### config.mk
export PLATFORM = sky130hd
export DESIGN_NAME = mmd_decoder
export DESIGN_NICKNAME = d
export VERILOG_FILES = /design/src/include/mmd_pkg.sv /design/src/include/mmd_opnd_if.sv /design/src/hdl/mmd_operand_class.sv /design/src/hdl/mmd_decoder.sv
export SDC_FILE = /design/constraint.sdc
export NUM_CORES = 1
export LEC_CHECK = 0
export BUFFER_PORTS_ARGS = -buffer_cell sky130_fd_sc_hd__buf_2
export CAP_MARGIN = 20
export CORE_ASPECT_RATIO = 0.6
export CORE_MARGIN = 5
export CORE_UTILIZATION = 40
export CTS_CLUSTER_DIAMETER = 200
export DETAILED_ROUTE_END_ITERATION = 8
export PLACE_DENSITY_LB_ADDON = 0.3
export SYNTH_ARGS = -nofsm -noshare
export SYNTH_HDL_FRONTEND = slang
export SYNTH_SLANG_ARGS = --single-unit
### constraint.sdc
create_clock -name sys_clk_i -period 1.6 [get_ports sys_clk_i]
set_clock_uncertainty 0.2 [all_clocks]
set_input_delay 0.32 -clock sys_clk_i [delete_from_list [all_inputs] [get_ports sys_clk_i]]
set_output_delay 0.32 -clock sys_clk_i [all_outputs]
set_load 0.05 [all_outputs]
### src/include/mmd_pkg.sv
package mmd_pkg;

  // ---------------------------------------------------------------
  // Instruction group selected by the fetch path
  // ---------------------------------------------------------------
  typedef enum logic [3:0] {
    MMD_STACK_SLOT_MOVE,
    MMD_LOAD_EFFECTIVE_ADDRESS_MOVE,
    MMD_NIBBLE_DIRECTION_MOVE,
    MMD_SIGN_EXTENDED_IMMEDIATE_MOVE,
    MMD_SIGNED_MULTIPLY_IMM,
    MMD_SIGNED_MULTIPLY_SRC_DST,
    MMD_SIGNED_MULTIPLY_LONG,
    MMD_EXTENDED_MULTIPLY,
    MMD_OTHER
  } mmd_kind_e;

  // ---------------------------------------------------------------
  // Widths
  // ---------------------------------------------------------------
  localparam int MMD_FIELD_W = 5;
  localparam int MMD_LEN_W = 4;
  localparam int MMD_CYC_W = 5;

  // ---------------------------------------------------------------
  // Prefix bytes
  // ---------------------------------------------------------------
  localparam logic [7:0] MMD_PFX_DST_IND = 8'h09;
  localparam logic [7:0] MMD_PFX_SRC_IND = 8'h41;
  localparam logic [7:0] MMD_PFX_BOTH_IND = 8'h49;

  // ---------------------------------------------------------------
  // Five-bit operand codes
  // ---------------------------------------------------------------
  localparam logic [4:0] MMD_OP_DR0 = 5'h12;
  localparam logic [4:0] MMD_OP_DR1 = 5'h13;
  localparam logic [4:0] MMD_OP_DR2 = 5'h10;
  localparam logic [4:0] MMD_OP_DR3 = 5'h11;
  localparam logic [4:0] MMD_OP_AN0 = 5'h02;
  localparam logic [4:0] MMD_OP_AN1 = 5'h03;
  localparam logic [4:0] MMD_OP_IND0 = 5'h00;
  localparam logic [4:0] MMD_OP_IND1 = 5'h01;
  localparam logic [4:0] MMD_OP_D8AN0 = 5'h04;
  localparam logic [4:0] MMD_OP_D8AN1 = 5'h05;
  localparam logic [4:0] MMD_OP_D8SB = 5'h06;
  localparam logic [4:0] MMD_OP_D8FB = 5'h07;
  localparam logic [4:0] MMD_OP_D16AN0 = 5'h08;
  localparam logic [4:0] MMD_OP_D16AN1 = 5'h09;
  localparam logic [4:0] MMD_OP_D16SB = 5'h0a;
  localparam logic [4:0] MMD_OP_D16FB = 5'h0b;
  localparam logic [4:0] MMD_OP_D24AN0 = 5'h0c;
  localparam logic [4:0] MMD_OP_D24AN1 = 5'h0d;
  localparam logic [4:0] MMD_OP_ABS24 = 5'h0e;
  localparam logic [4:0] MMD_OP_ABS16 = 5'h0f;

  // Extension bytes per operand class
  localparam logic [1:0] MMD_EXT_NONE = 2'h0;
  localparam logic [1:0] MMD_EXT_8 = 2'h1;
  localparam logic [1:0] MMD_EXT_16 = 2'h2;
  localparam logic [1:0] MMD_EXT_24 = 2'h3;

  // ---------------------------------------------------------------
  // Nibble direction field
  // ---------------------------------------------------------------
  localparam logic [1:0] MMD_NIB_FORM_R0L_SRC = 2'h1;
  localparam logic [1:0] MMD_NIB_FORM_R0L_DST = 2'h0;

  // ---------------------------------------------------------------
  // Address-load destination field
  // ---------------------------------------------------------------
  localparam logic [2:0] MMD_LEA_MAX_DEST = 3'h3;

  // ---------------------------------------------------------------
  // Base lengths in bytes
  // ---------------------------------------------------------------
  localparam logic [3:0] MMD_LEN_OPC2 = 4'h2;
  localparam logic [3:0] MMD_LEN_OPC3 = 4'h3;
  localparam logic [3:0] MMD_LEN_ONE = 4'h1;

  // ---------------------------------------------------------------
  // Cycle figures
  // ---------------------------------------------------------------
  localparam logic [4:0] MMD_CYC_STACK = 5'h03;
  localparam logic [4:0] MMD_CYC_LEA = 5'h02;
  localparam logic [4:0] MMD_CYC_NIB_KEEP_REG = 5'h03;
  localparam logic [4:0] MMD_CYC_NIB_KEEP_MEM = 5'h05;
  localparam logic [4:0] MMD_CYC_NIB_SWAP_REG = 5'h06;
  localparam logic [4:0] MMD_CYC_NIB_SWAP_MEM = 5'h08;
  localparam logic [4:0] MMD_CYC_SIGN_EXTENDED_IMMEDIATE_MOVE = 5'h02;
  localparam logic [4:0] MMD_CYC_MUL_REG = 5'h03;
  localparam logic [4:0] MMD_CYC_MUL_ONE_MEM = 5'h05;
  localparam logic [4:0] MMD_CYC_MUL_TWO_MEM = 5'h06;
  localparam logic [4:0] MMD_CYC_MULL_REG = 5'h08;
  localparam logic [4:0] MMD_CYC_MULL_MEM = 5'h09;
  localparam logic [4:0] MMD_CYC_EXTENDED_MULTIPLY_REG = 5'h08;
  localparam logic [4:0] MMD_CYC_EXTENDED_MULTIPLY_MEM = 5'h0a;
  localparam logic [4:0] MMD_CYC_IND_ONE = 5'h03;
  localparam logic [4:0] MMD_CYC_IND_TWO = 5'h06;

endpackage

### src/include/mmd_opnd_if.sv
interface mmd_opnd_if;
  logic [4:0] field;
  logic is_data;
  logic is_addr;
  logic is_mem;
  logic known;
  logic [1:0] ext;

  modport cls (input field, output is_data, is_addr, is_mem, known, ext);
  modport dec (output field, input is_data, is_addr, is_mem, known, ext);
endinterface

### src/hdl/mmd_operand_class.sv
module mmd_operand_class (
  mmd_opnd_if.cls op
);
  import mmd_pkg::*;

  // ---------------------------------------------------------------
  // Five-bit operand code classification
  // ---------------------------------------------------------------
  always_comb begin
    op.is_data = 1'b0;
    op.is_addr = 1'b0;
    op.is_mem = 1'b1;
    op.known = 1'b1;
    op.ext = MMD_EXT_NONE;
    case (op.field)
      MMD_OP_DR0, MMD_OP_DR1, MMD_OP_DR2, MMD_OP_DR3: begin
        op.is_data = 1'b1;
        op.is_mem = 1'b0;
      end
      MMD_OP_AN0, MMD_OP_AN1: begin
        op.is_addr = 1'b1;
        op.is_mem = 1'b0;
      end
      MMD_OP_IND0, MMD_OP_IND1: begin
        op.ext = MMD_EXT_NONE;
      end
      MMD_OP_D8AN0, MMD_OP_D8AN1, MMD_OP_D8SB, MMD_OP_D8FB: begin
        op.ext = MMD_EXT_8;
      end
      MMD_OP_D16AN0, MMD_OP_D16AN1, MMD_OP_D16SB, MMD_OP_D16FB, MMD_OP_ABS16: begin
        op.ext = MMD_EXT_16;
      end
      MMD_OP_D24AN0, MMD_OP_D24AN1, MMD_OP_ABS24: begin
        op.ext = MMD_EXT_24;
      end
      default: begin
        op.known = 1'b0;
        op.is_mem = 1'b0;
      end
    endcase
  end

endmodule

### src/hdl/mmd_decoder.sv
// Function
// - Prefix 09 marks single destination indirect
// - Two-operand multiply prefixes 41, 09, 49
// - Extended multiply prefix 09 marks source indirect
// - One indirect operand: plus 1 byte, 3 cycles
// - Both indirect: plus 1 byte, 6 cycles
// - Word immediate multiply adds one byte
// - Word multiply destination register only
// - Long multiply refuses any prefix
// - Nibble direction codes 01xx and 00xx
// - Nibble keep 3/5, swap 6/8 cycles
// - Address-load displacement/absolute sources, 2 cycles
// - Stack slot move always 3 cycles
// - Five-bit operand codes per table
// - Sign-extended move 2 cycles, pairs/address registers
// - Long multiply 8 register, 9 memory
// - Extended multiply 8/10, of data registers only the fourth
// - Size bit 0 byte, 1 word
module mmd_decoder (
  input wire logic sys_clk_i,
  input wire logic rst_b_i,
  input wire logic ce_i,
  input wire logic dec_valid_i,
  input wire mmd_pkg::mmd_kind_e kind_i,
  input wire logic size_i,
  input wire logic prefix_valid_i,
  input wire logic [7:0] prefix_i,
  input wire logic [mmd_pkg::MMD_FIELD_W-1:0] src_field_i,
  input wire logic [mmd_pkg::MMD_FIELD_W-1:0] dst_field_i,
  input wire logic [3:0] dir_i,
  input wire logic [2:0] dest_sel_i,
  output logic done_o,
  output logic [mmd_pkg::MMD_LEN_W-1:0] length_o,
  output logic [mmd_pkg::MMD_CYC_W-1:0] cycles_o,
  output logic src_ind_o,
  output logic dst_ind_o,
  output logic size_word_o,
  output logic nibble_swap_o,
  output logic illegal_o
);
  import mmd_pkg::*;

  // ---------------------------------------------------------------
  // Reset release
  // ---------------------------------------------------------------
  logic rst_s1_q;
  logic rst_s2_q;
  logic rst_s1_d;
  logic rst_s2_d;

  always_comb begin
    rst_s1_d = 1'b1;
    rst_s2_d = rst_s1_q;
  end

  always_ff @(posedge sys_clk_i or negedge rst_b_i) begin
    if (!rst_b_i) begin
      rst_s1_q <= 1'b0;
      rst_s2_q <= 1'b0;
    end else begin
      rst_s1_q <= rst_s1_d;
      rst_s2_q <= rst_s2_d;
    end
  end

  // ---------------------------------------------------------------
  // Operand classification
  // ---------------------------------------------------------------
  mmd_opnd_if src_if ();
  mmd_opnd_if dst_if ();

  assign src_if.field = src_field_i;
  assign dst_if.field = dst_field_i;

  mmd_operand_class u_src_class (
    .op (src_if.cls)
  );

  mmd_operand_class u_dst_class (
    .op (dst_if.cls)
  );

  // ---------------------------------------------------------------
  // Prefix interpretation
  // ---------------------------------------------------------------
  logic pfx_dst;
  logic pfx_src;
  logic pfx_both;
  logic pfx_bad;

  always_comb begin
    pfx_dst = prefix_valid_i && (prefix_i == MMD_PFX_DST_IND);
    pfx_src = prefix_valid_i && (prefix_i == MMD_PFX_SRC_IND);
    pfx_both = prefix_valid_i && (prefix_i == MMD_PFX_BOTH_IND);
    pfx_bad = prefix_valid_i && !pfx_dst && !pfx_src && !pfx_both;
  end

  // ---------------------------------------------------------------
  // Decode
  // ---------------------------------------------------------------
  logic [3:0] len_d;
  logic [4:0] cyc_d;
  logic src_ind_d;
  logic dst_ind_d;
  logic ill_d;
  logic swap_d;
  logic [3:0] src_ext;
  logic [3:0] dst_ext;
  logic nib_mem;
  logic one_ind;
  logic both_ind;

  always_comb begin
    src_ext = {2'h0, src_if.ext};
    dst_ext = {2'h0, dst_if.ext};
    len_d = MMD_LEN_OPC2;
    cyc_d = MMD_CYC_MUL_REG;
    src_ind_d = 1'b0;
    dst_ind_d = 1'b0;
    ill_d = 1'b0;
    swap_d = 1'b0;
    nib_mem = 1'b0;
    case (kind_i)
      MMD_STACK_SLOT_MOVE: begin
        len_d = MMD_LEN_OPC2 + MMD_LEN_ONE + src_ext;
        cyc_d = MMD_CYC_STACK;
        ill_d = !src_if.known || prefix_valid_i;
      end
      MMD_LOAD_EFFECTIVE_ADDRESS_MOVE: begin
        len_d = MMD_LEN_OPC2 + src_ext;
        cyc_d = MMD_CYC_LEA;
        // Register and plain indirect sources carry no displacement
        ill_d = !src_if.known || (src_if.ext == MMD_EXT_NONE) || prefix_valid_i;
        if (dest_sel_i > MMD_LEA_MAX_DEST) begin
          ill_d = 1'b1;
        end
      end
      MMD_NIBBLE_DIRECTION_MOVE: begin
        swap_d = dir_i[1] ^ dir_i[0];
        if (dir_i[3:2] == MMD_NIB_FORM_R0L_SRC) begin
          len_d = MMD_LEN_OPC3 + dst_ext;
          nib_mem = dst_if.is_mem;
          ill_d = !dst_if.known || dst_if.is_addr;
        end else if (dir_i[3:2] == MMD_NIB_FORM_R0L_DST) begin
          len_d = MMD_LEN_OPC3 + src_ext;
          nib_mem = src_if.is_mem;
          ill_d = !src_if.known || src_if.is_addr;
        end else begin
          len_d = MMD_LEN_OPC3;
          ill_d = 1'b1;
        end
        if (prefix_valid_i) begin
          ill_d = 1'b1;
        end
        if (swap_d) begin
          cyc_d = nib_mem ? MMD_CYC_NIB_SWAP_MEM : MMD_CYC_NIB_SWAP_REG;
        end else begin
          cyc_d = nib_mem ? MMD_CYC_NIB_KEEP_MEM : MMD_CYC_NIB_KEEP_REG;
        end
      end
      MMD_SIGN_EXTENDED_IMMEDIATE_MOVE: begin
        len_d = MMD_LEN_OPC3 + dst_ext;
        cyc_d = MMD_CYC_SIGN_EXTENDED_IMMEDIATE_MOVE;
        dst_ind_d = pfx_dst;
        ill_d = !dst_if.known || pfx_src || pfx_both || pfx_bad;
        if ((dst_field_i == MMD_OP_DR2) || (dst_field_i == MMD_OP_DR3)) begin
          ill_d = 1'b1;
        end
      end
      MMD_SIGNED_MULTIPLY_IMM: begin
        len_d = MMD_LEN_OPC3 + dst_ext;
        if (size_i) begin
          len_d = MMD_LEN_OPC3 + MMD_LEN_ONE + dst_ext;
        end
        cyc_d = dst_if.is_mem ? MMD_CYC_MUL_ONE_MEM : MMD_CYC_MUL_REG;
        dst_ind_d = pfx_dst;
        ill_d = !dst_if.known || pfx_src || pfx_both || pfx_bad;
        if (size_i && dst_if.is_mem) begin
          ill_d = 1'b1;
        end
      end
      MMD_SIGNED_MULTIPLY_SRC_DST: begin
        len_d = MMD_LEN_OPC2 + src_ext + dst_ext;
        if (src_if.is_mem && dst_if.is_mem) begin
          cyc_d = MMD_CYC_MUL_TWO_MEM;
        end else if (src_if.is_mem || dst_if.is_mem) begin
          cyc_d = MMD_CYC_MUL_ONE_MEM;
        end else begin
          cyc_d = MMD_CYC_MUL_REG;
        end
        src_ind_d = pfx_src || pfx_both;
        dst_ind_d = pfx_dst || pfx_both;
        ill_d = !src_if.known || !dst_if.known || pfx_bad;
        if (size_i && dst_if.is_mem) begin
          ill_d = 1'b1;
        end
      end
      MMD_SIGNED_MULTIPLY_LONG: begin
        len_d = MMD_LEN_OPC3 + src_ext;
        cyc_d = src_if.is_mem ? MMD_CYC_MULL_MEM : MMD_CYC_MULL_REG;
        ill_d = !src_if.known || prefix_valid_i;
        if ((src_field_i == MMD_OP_DR2) || (src_field_i == MMD_OP_DR3)) begin
          ill_d = 1'b1;
        end
      end
      MMD_EXTENDED_MULTIPLY: begin
        len_d = MMD_LEN_OPC2 + src_ext;
        cyc_d = src_if.is_mem ? MMD_CYC_EXTENDED_MULTIPLY_MEM : MMD_CYC_EXTENDED_MULTIPLY_REG;
        src_ind_d = pfx_dst;
        ill_d = !src_if.known || pfx_src || pfx_both || pfx_bad;
        if (src_if.is_data && (src_field_i != MMD_OP_DR3)) begin
          ill_d = 1'b1;
        end
      end
      default: begin
        len_d = MMD_LEN_ONE;
        ill_d = 1'b1;
      end
    endcase
    one_ind = src_ind_d ^ dst_ind_d;
    both_ind = src_ind_d && dst_ind_d;
    if (one_ind || both_ind) begin
      len_d = len_d + MMD_LEN_ONE;
    end
    if (both_ind) begin
      cyc_d = cyc_d + MMD_CYC_IND_TWO;
    end else if (one_ind) begin
      cyc_d = cyc_d + MMD_CYC_IND_ONE;
    end
  end

  // ---------------------------------------------------------------
  // Result registers
  // ---------------------------------------------------------------
  logic done_q, done_n;
  logic [3:0] len_q, len_n;
  logic [4:0] cyc_q, cyc_n;
  logic src_ind_q, src_ind_n;
  logic dst_ind_q, dst_ind_n;
  logic word_q, word_n;
  logic swap_q, swap_n;
  logic ill_q, ill_n;

  always_comb begin
    done_n = done_q;
    len_n = len_q;
    cyc_n = cyc_q;
    src_ind_n = src_ind_q;
    dst_ind_n = dst_ind_q;
    word_n = word_q;
    swap_n = swap_q;
    ill_n = ill_q;
    if (ce_i) begin
      done_n = dec_valid_i;
      if (dec_valid_i) begin
        len_n = len_d;
        cyc_n = cyc_d;
        src_ind_n = src_ind_d;
        dst_ind_n = dst_ind_d;
        word_n = size_i;
        swap_n = swap_d;
        ill_n = ill_d;
      end
    end
  end

  always_ff @(posedge sys_clk_i or negedge rst_s2_q) begin
    if (!rst_s2_q) begin
      done_q <= 1'b0;
      len_q <= 4'h0;
      cyc_q <= 5'h00;
      src_ind_q <= 1'b0;
      dst_ind_q <= 1'b0;
      word_q <= 1'b0;
      swap_q <= 1'b0;
      ill_q <= 1'b0;
    end else begin
      done_q <= done_n;
      len_q <= len_n;
      cyc_q <= cyc_n;
      src_ind_q <= src_ind_n;
      dst_ind_q <= dst_ind_n;
      word_q <= word_n;
      swap_q <= swap_n;
      ill_q <= ill_n;
    end
  end

  assign done_o = done_q;
  assign length_o = len_q;
  assign cycles_o = cyc_q;
  assign src_ind_o = src_ind_q;
  assign dst_ind_o = dst_ind_q;
  assign size_word_o = word_q;
  assign nibble_swap_o = swap_q;
  assign illegal_o = ill_q;

endmodule

==> flow_metrics.env, run 1 <==
export IMPL_grt_max_degree=20
export IMPL_core_area_sq_mm=0.00464
export IMPL_viasPerCell=5.54
export IMPL_dp_final_hpwl_um=5570
export IMPL_gp_congestion=0.934
export IMPL_fin_ws_ns=-1.17
export IMPL_max_cap_violations=0
export IMPL_final_setup_viol_count=12
export IMPL_nets=433
export IMPL_violations="negative setup slack"
export IMPL_crit_start="dst_field_i[3]"
export IMPL_cts_max_level=1
export IMPL_critPathCaptureType="register"
export IMPL_p_int_mw=1.04
export IMPL_syn_instance_count=245
export IMPL_grt_pass1_vias=2399
export IMPL_max_stage_delay_ns=0.53
export IMPL_synth_edf_count=0
export IMPL_comb_power_share_pct=52.1
export IMPL_pwr_share_seq_pct=29.0
export IMPL_path_max_fanout=2
export IMPL_final_common_cell="buf_4"
export IMPL_rrSetupSlack_ns=0.58
export IMPL_r2r_start="cycles_o[3]"
export IMPL_max_freq_ghz=0.361
export IMPL_rsz0062_at_grt="yes"
export IMPL_drt_first_pass_iters=5
export IMPL_multiInputGateArea_sq_mm=0.00172
export IMPL_yosys_warnings=0
export IMPL_synth_ff_type="dfrtp_1"
export IMPL_max_vdd_ir_drop_mv=0.297
export IMPL_r2r_cells=2
export IMPL_crit_type="primary input to register"
export IMPL_worstHoldPathType="register to asynchronous set/reset pin"
export IMPL_crit_cells=15
export IMPL_wl_per_cell_um=17.0
export IMPL_finalCritPeriodShare_pct=173
export IMPL_crit_slowest_cell="fa_1"
export IMPL_critical_path_arrival_ns=2.70
export IMPL_worstReg2RegEnd="cycles_o[3]"
export IMPL_io_buffers=47
export IMPL_synthesis_nets=296
export IMPL_dr_total_vias=2458
export IMPL_grt_pass1_wl_um=11700
export IMPL_ff_latch_area_sq_um=425
export IMPL_m1WireLength_um=3190
export IMPL_ys_seq_area_share_pct=21.9
export IMPL_clock_path_buffers=2
export IMPL_wl_met2_um=3540
export IMPL_drv_slew=0
export IMPL_diodes=0
export IMPL_async_flop_share_pct=100
export IMPL_synth_avg_cell_area_sq_um=7.92
export IMPL_path_cells="buf_6 -> and3_4 -> or2_4 -> inv_2 -> ha_4 -> inv_2 -> fa_1 -> nor3b_2 -> o21a_1 -> nor4bb_4 -> inv_2 -> ha_4 -> nor2b_4 -> xnor2_1 -> o21ai_1"
export IMPL_path_common_cell="inv_2"
export IMPL_crit_required_ns=1.54
export IMPL_final_hold_violation_count=0
export IMPL_clkPwrFrac_pct=18.8
export IMPL_gr_total_overflow=0
export IMPL_finalPower_mw=1.71
export IMPL_path_clk_slew_ns=0.07
export IMPL_fill_cells=333
export IMPL_die_h_um=64.0
export IMPL_drc_errors=0
export IMPL_tritoncts="done"
export IMPL_track_usage_pct=22.5
export IMPL_die_w_um=99.9
export IMPL_switching_power_uw=666
export IMPL_start_kind="primary input"
export IMPL_crit_buf_inv=4
export IMPL_drive_gt1_share_pct=56.4
export IMPL_worstMarginPinSlew_ns=0.599
export IMPL_cp_top_family="simple AND/OR/NAND/NOR gates"
export IMPL_ys_seq_elements=17
export IMPL_swShare_pct=39.0
export IMPL_synth_distinct_cells=64
export IMPL_top_layer_used="met4"
export IMPL_antenna_found_initial=0
export IMPL_clock_sinks=17
export IMPL_initial_core_util_pct=41.9
export IMPL_clock_root_buffer="clkbuf_8"
export IMPL_wl_met3_um=697
export IMPL_cellLeakagePower_nw=1.62
export IMPL_numCtsBuffers=3
export IMPL_powerDensity_mw_per_mm2=501
export IMPL_status="finished with violations"
export IMPL_die_area_sq_mm=0.00639
export IMPL_drtIter0Drc=249
export IMPL_fin_crit_ns=2.77
export IMPL_area_delta_synth_final_pct=75.4
export IMPL_ioPinCount=50
export IMPL_synth_area_sq_mm=0.00194
export IMPL_worstSkewPairLatency_ns=0.25
export IMPL_post_route_util_pct=73.4
export IMPL_relSlewSlack_pct=60.0
export IMPL_layout_common_cells="buf_4, buf_2, nand2_1"
export IMPL_drt_total_wl_um=7540
export IMPL_ant_nets=0
export IMPL_num_rows=19
[worst max path at each step]
stage | end | slack, ns
floorplan | length_o[2] | -1.22
detailed placement | length_o[2] | -1.43
global placement | length_o[2] | -1.39
CTS | length_o[2] | -1.13
finish | length_o[2] | -1.17
global route | length_o[2] | -1.29
[kinds of logic (layout without fill, tap and decap cells)]
| logic type | count (synthesis) | count (layout) | share of synthesized area, % |
|---|---|---|---|
| mux | 5 | 5 | 2.71 |
| fa+ha+maj | 16 | 16 | 10.7 |
| xor+xnor | 5 | 5 | 2.26 |
| buf+inv | 34 | 170 | 7.67 |
| simple gates | 102 | 102 | 31.3 |
| flops | 17 | 17 | 21.9 |
| other cells | 1 | 1 | 0.193 |
| compound gates | 65 | 65 | 23.2 |
[state kept, by name, summed over array words and instances, names as in the netlist]
| signal | flops |
|---|---|
| cycles_o | 5 |
| done_o | 1 |
| dst_ind_o | 1 |
| illegal_o | 1 |
| length_o | 4 |
| nibble_swap_o | 1 |
| rst_s1_q | 1 |
| rst_s2_q | 1 |
| size_word_o | 1 |
| src_ind_o | 1 |
[power groups by stage]
| stage | combinational (mW) | sequential [mW] | clock, mW |
|---|---|---|---|
| 2_1_floorplan | 0.273 | 0.628 | 0 |
| 3_3_place_gp | 0.710 | 0.501 | 0 |
| 3_5_place_dp | 0.726 | 0.502 | 0 |
| 4_1_cts | 0.782 | 0.495 | 0.333 |
| 5_1_grt | 0.949 | 0.503 | 0.355 |
| 6_report | 0.890 | 0.495 | 0.321 |
[synthesized netlist by cell type, drive strengths merged (4+ instances only)]
master | count | area, sq um
a21oi | 9 | 45.0
buf | 9 | 55.0
dfrtp | 17 | 425
ha | 15 | 188
inv | 22 | 82.6
nand2 | 26 | 97.6
nand2b | 4 | 25.0
nand3 | 8 | 45.0
nand4 | 4 | 25.0
nor2 | 18 | 67.6
nor2b | 9 | 56.3
nor3b | 5 | 42.5
nor4bb | 4 | 40.0
o21ai | 19 | 95.1
o22ai | 4 | 31.3
[per-layer routing]
layer,up-vias,track usage (%)
met1,1147,31.0
met5,-,0
met2,131,36.7
li1,1166,-
met3,14,4.46
met4,0,4.60
[area by class of cell]
cell class,count,share of cell area (%)
timing repair buffer,144,30.9
clock buffer,3,1.21
clock inverter,1,0.147
inverter,22,2.43
multi-input combinational,194,50.5
tap,63,2.32
sequential,17,12.5
[worst reg2reg max path, stage by stage (launching register included)]
cell	delay (ns)
dfrtp_1	0.40
o22ai_2	0.19
o22ai_2	0.11
[timing repair]
item                                    in CTS  in global routing
endpoints found under the setup margin      12                 12
pin swaps                                   27                 30
resized for setup                           38                 47
setup buffers                                8                 11
hold buffers                                 1                  0
endpoints found under the hold margin        2                  0
[metrics by stage]
stage          hold slack, ns  instance area (sq um)  TNS, ns  setup WS (ns)  instances
2_1_floorplan          -0.176                   2030    -9.93          -1.22        245
3_3_place_gp          -0.0950                   2860   -12.50          -1.39        421
3_5_place_dp          -0.0948                   2860   -13.31          -1.43        421
4_1_cts                0.0644                   3120    -9.10          -1.13        434
5_1_grt                 0.112                   3400   -10.40          -1.29        444
6_report               0.0457                   3400    -9.07          -1.17        444
No activity file was read; power rests on OpenSTA's default activity.
==> run 2, diff against run 1 <==
Settings changed: ABC_AREA set to 1, CORE_UTILIZATION 40 to 50.
==> flow_metrics.env, run 2 <==
export IMPL_status="finished with violations"
export IMPL_violations="design-rule violations, negative setup slack"
export IMPL_final_hold_violation_count=0
export IMPL_drv_slew=0
export IMPL_cellLeakagePower_nw=1.82
export IMPL_ff_latch_area_sq_um=425
export IMPL_drc_errors=65
export IMPL_yosysTopAreaCell="dfrtp_1"
export IMPL_ioPinCount=50
export IMPL_max_cap_violations=0
export IMPL_dp_final_hpwl_um=5450
export IMPL_syn_instance_count=302
export IMPL_critical_path_arrival_ns=2.41
export IMPL_swShare_pct=43.9
export IMPL_synthesis_nets=353
export IMPL_fin_crit_ns=2.45
export IMPL_relSlewSlack_pct=54.5
export IMPL_ys_seq_elements=17
export IMPL_async_flop_share_pct=100
export IMPL_numCtsBuffers=3
export IMPL_cts_max_level=1
export IMPL_start_kind="primary input"
export IMPL_initial_core_util_pct=51.3
export IMPL_worstHoldPathType="primary input to register"
export IMPL_worstSkewPairLatency_ns=0.27
export IMPL_grt_max_degree=22
export IMPL_drt_first_pass_iters=9
export IMPL_final_common_cell="buf_4"
export IMPL_layout_common_cells="buf_4, nand2_1, buf_2"
export IMPL_synth_edf_count=0
export IMPL_critPathCaptureType="register"
export IMPL_synth_area_sq_mm=0.00187
export IMPL_diodes=0
export IMPL_crit_required_ns=1.56
export IMPL_gr_total_overflow=0
export IMPL_crit_type="primary input to register"
export IMPL_path_max_fanout=3
export IMPL_multiInputGateArea_sq_mm=0.00162
export IMPL_dr_total_vias=3451
export IMPL_num_rows=17
export IMPL_tritoncts="done"
export IMPL_core_area_sq_mm=0.00364
export IMPL_antenna_found_initial=0
export IMPL_yosys_warnings=0
export IMPL_yosysTopAreaCellShare_pct=22.8
export IMPL_fill_cells=77
export IMPL_drive_gt1_share_pct=56.5
export IMPL_final_setup_viol_count=11
export IMPL_gp_congestion=0.936
export IMPL_path_clk_slew_ns=0.07
export IMPL_clock_root_buffer="clkbuf_8"
export IMPL_ys_seq_area_share_pct=22.8
export IMPL_track_usage_pct=35.9
export IMPL_p_int_mw=1.04
export IMPL_switching_power_uw=815
export IMPL_synth_most_common_cell="nand2_1"
export IMPL_worstMarginPinSlew_ns=0.682
export IMPL_io_buffers=47
export IMPL_viasPerCell=6.90
export IMPL_synth_ff_type="dfrtp_1"
export IMPL_powerDensity_mw_per_mm2=528
export IMPL_grt_pass1_vias=2908
export IMPL_synth_area_top_cells="dfrtp_1, nand2_1, ha_1"
export IMPL_drtIter0Drc=757
export IMPL_fin_ws_ns=-0.853
export IMPL_wl_per_cell_um=25.6
export IMPL_clock_sinks=17
export IMPL_largest_reg_flops=5
export IMPL_area_delta_synth_final_pct=88.3
export IMPL_rsz0062_at_grt="yes"
export IMPL_die_w_um=88.9
export IMPL_synth_avg_cell_area_sq_um=6.18
export IMPL_max_vdd_ir_drop_mv=0.688
export IMPL_pwr_share_seq_pct=26.9
export IMPL_finalCritPeriodShare_pct=153
export IMPL_synth_common_cells="nand2_1, inv_1, nor2_1"
export IMPL_synth_distinct_cells=31
export IMPL_nets=505
export IMPL_ant_nets=0
export IMPL_finalPower_mw=1.86
export IMPL_die_area_sq_mm=0.00510
export IMPL_clock_path_buffers=2
export IMPL_clkPwrFrac_pct=19.0
export IMPL_dp_slack_ns=-0.974
export IMPL_die_h_um=57.3
export IMPL_grt_pass1_wl_um=14000
export IMPL_max_freq_ghz=0.408
export IMPL_comb_power_share_pct=54.2
export IMPL_drt_total_wl_um=12800
## run 2: cell types whose count changed after synthesis, sizes merged, moves of 9 or more
cell	change
nand3	+25
buf	-9
nand2	+65
nor2	+26
inv	+26
nor2b	-9
## run 2: final timing paths
check,from,to,slack [ns],cells past startpoint
worst max register to register,illegal_o,illegal_o,0.63,2
max in group asynchronous,rst_s2_q,dst_ind_o,0.68,0
worst min register to register,rst_s2_q,cycles_o[0],0.08,0
min in group asynchronous,rst_s2_q,cycles_o[0],0.08,0
worst min-delay path,ce_i,done_o,0.07,2
worst max-delay path,src_field_i[2],length_o[1],-0.85,17
## run 2: per-stage QoR
stage / std cells / hold WS [ns] / utilization, % / TNS [ns] / cell area [sq um]
floorplan: 302 / -0.176 / - / -4.28 / 1980
global placement: 472 / -0.0930 / 78.3 / -7.98 / 2850
detailed placement: 472 / -0.0914 / 78.3 / -9.09 / 2850
CTS: 493 / 0.0518 / 90.9 / -4.74 / 3310
global route: 500 / 0.0749 / 96.6 / -7.11 / 3510
finish: 500 / 0.0681 / 96.6 / -6.73 / 3510
## run 2: power groups by stage
stage / clock network (mW) / logic [mW] / registers (mW)
6_report: 0.352 / 1.00 / 0.499
5_1_grt: 0.389 / 1.03 / 0.503
4_1_cts: 0.343 / 0.796 / 0.492
3_5_place_dp: 0 / 0.680 / 0.499
3_3_place_gp: 0 / 0.659 / 0.498
2_1_floorplan: 0 / 0.254 / 0.619
## run 2: cell type report
cell class	count	share of cell area, %
multi-input cells	234	46.2
repair buffers	149	32.5
flip-flops and latches	17	12.1
inverters	49	6.23
well taps	47	1.67
clock buffers	3	1.17
clock inverters	1	0.142
## run 2: repair_timing
item | CTS | global route
pin swaps | 53 | 46
buffers inserted | 17 | 10
gates resized for setup | 79 | 47
endpoints found under the setup margin | 11 | 11
hold endpoints to repair | 2 | 0
hold buffers | 1 | 0
## run 2: logic make-up (layout without fill, tap and decap cells)
group / after synthesis / count (layout) / share of synthesized area [%]
fa+ha+maj: 16 / 16 / 11.1
xor+xnor: 4 / 4 / 1.88
buf+inv: 51 / 202 / 10.3
flops: 17 / 17 / 22.8
other cells: 1 / 1 / 0.201
compound gates: 35 / 35 / 10.1
simple gates: 178 / 178 / 43.6
## run 2: routing by layer
metal | wire length [um] | share of wire (%) | global-route usage (%) | vias to the layer above
met1 | 4030 | 31 | 43.3 | 1519
met3 | 2100 | 16 | 9.09 | 197
met2 | 5080 | 40 | 59.4 | 476
li1 | - | - | - | 1257
met4 | 1520 | 12 | 17.5 | 2
met5 | 62 | 0.48 | 0 | -
## run 2: worst max-delay path, cell delays in order
cell	delay, ns
buf_8	0.09
inv_4	0.04
nor2_4	0.11
nand2_2	0.10
inv_2	0.14
ha_4	0.16
inv_2	0.05
fa_1	0.46
nand3b_1	0.10
nand2_1	0.07
inv_1	0.08
nand2_2	0.06
nor2_4	0.11
inv_2	0.07
ha_4	0.21
o21ai_2	0.15
o21ai_1	0.07
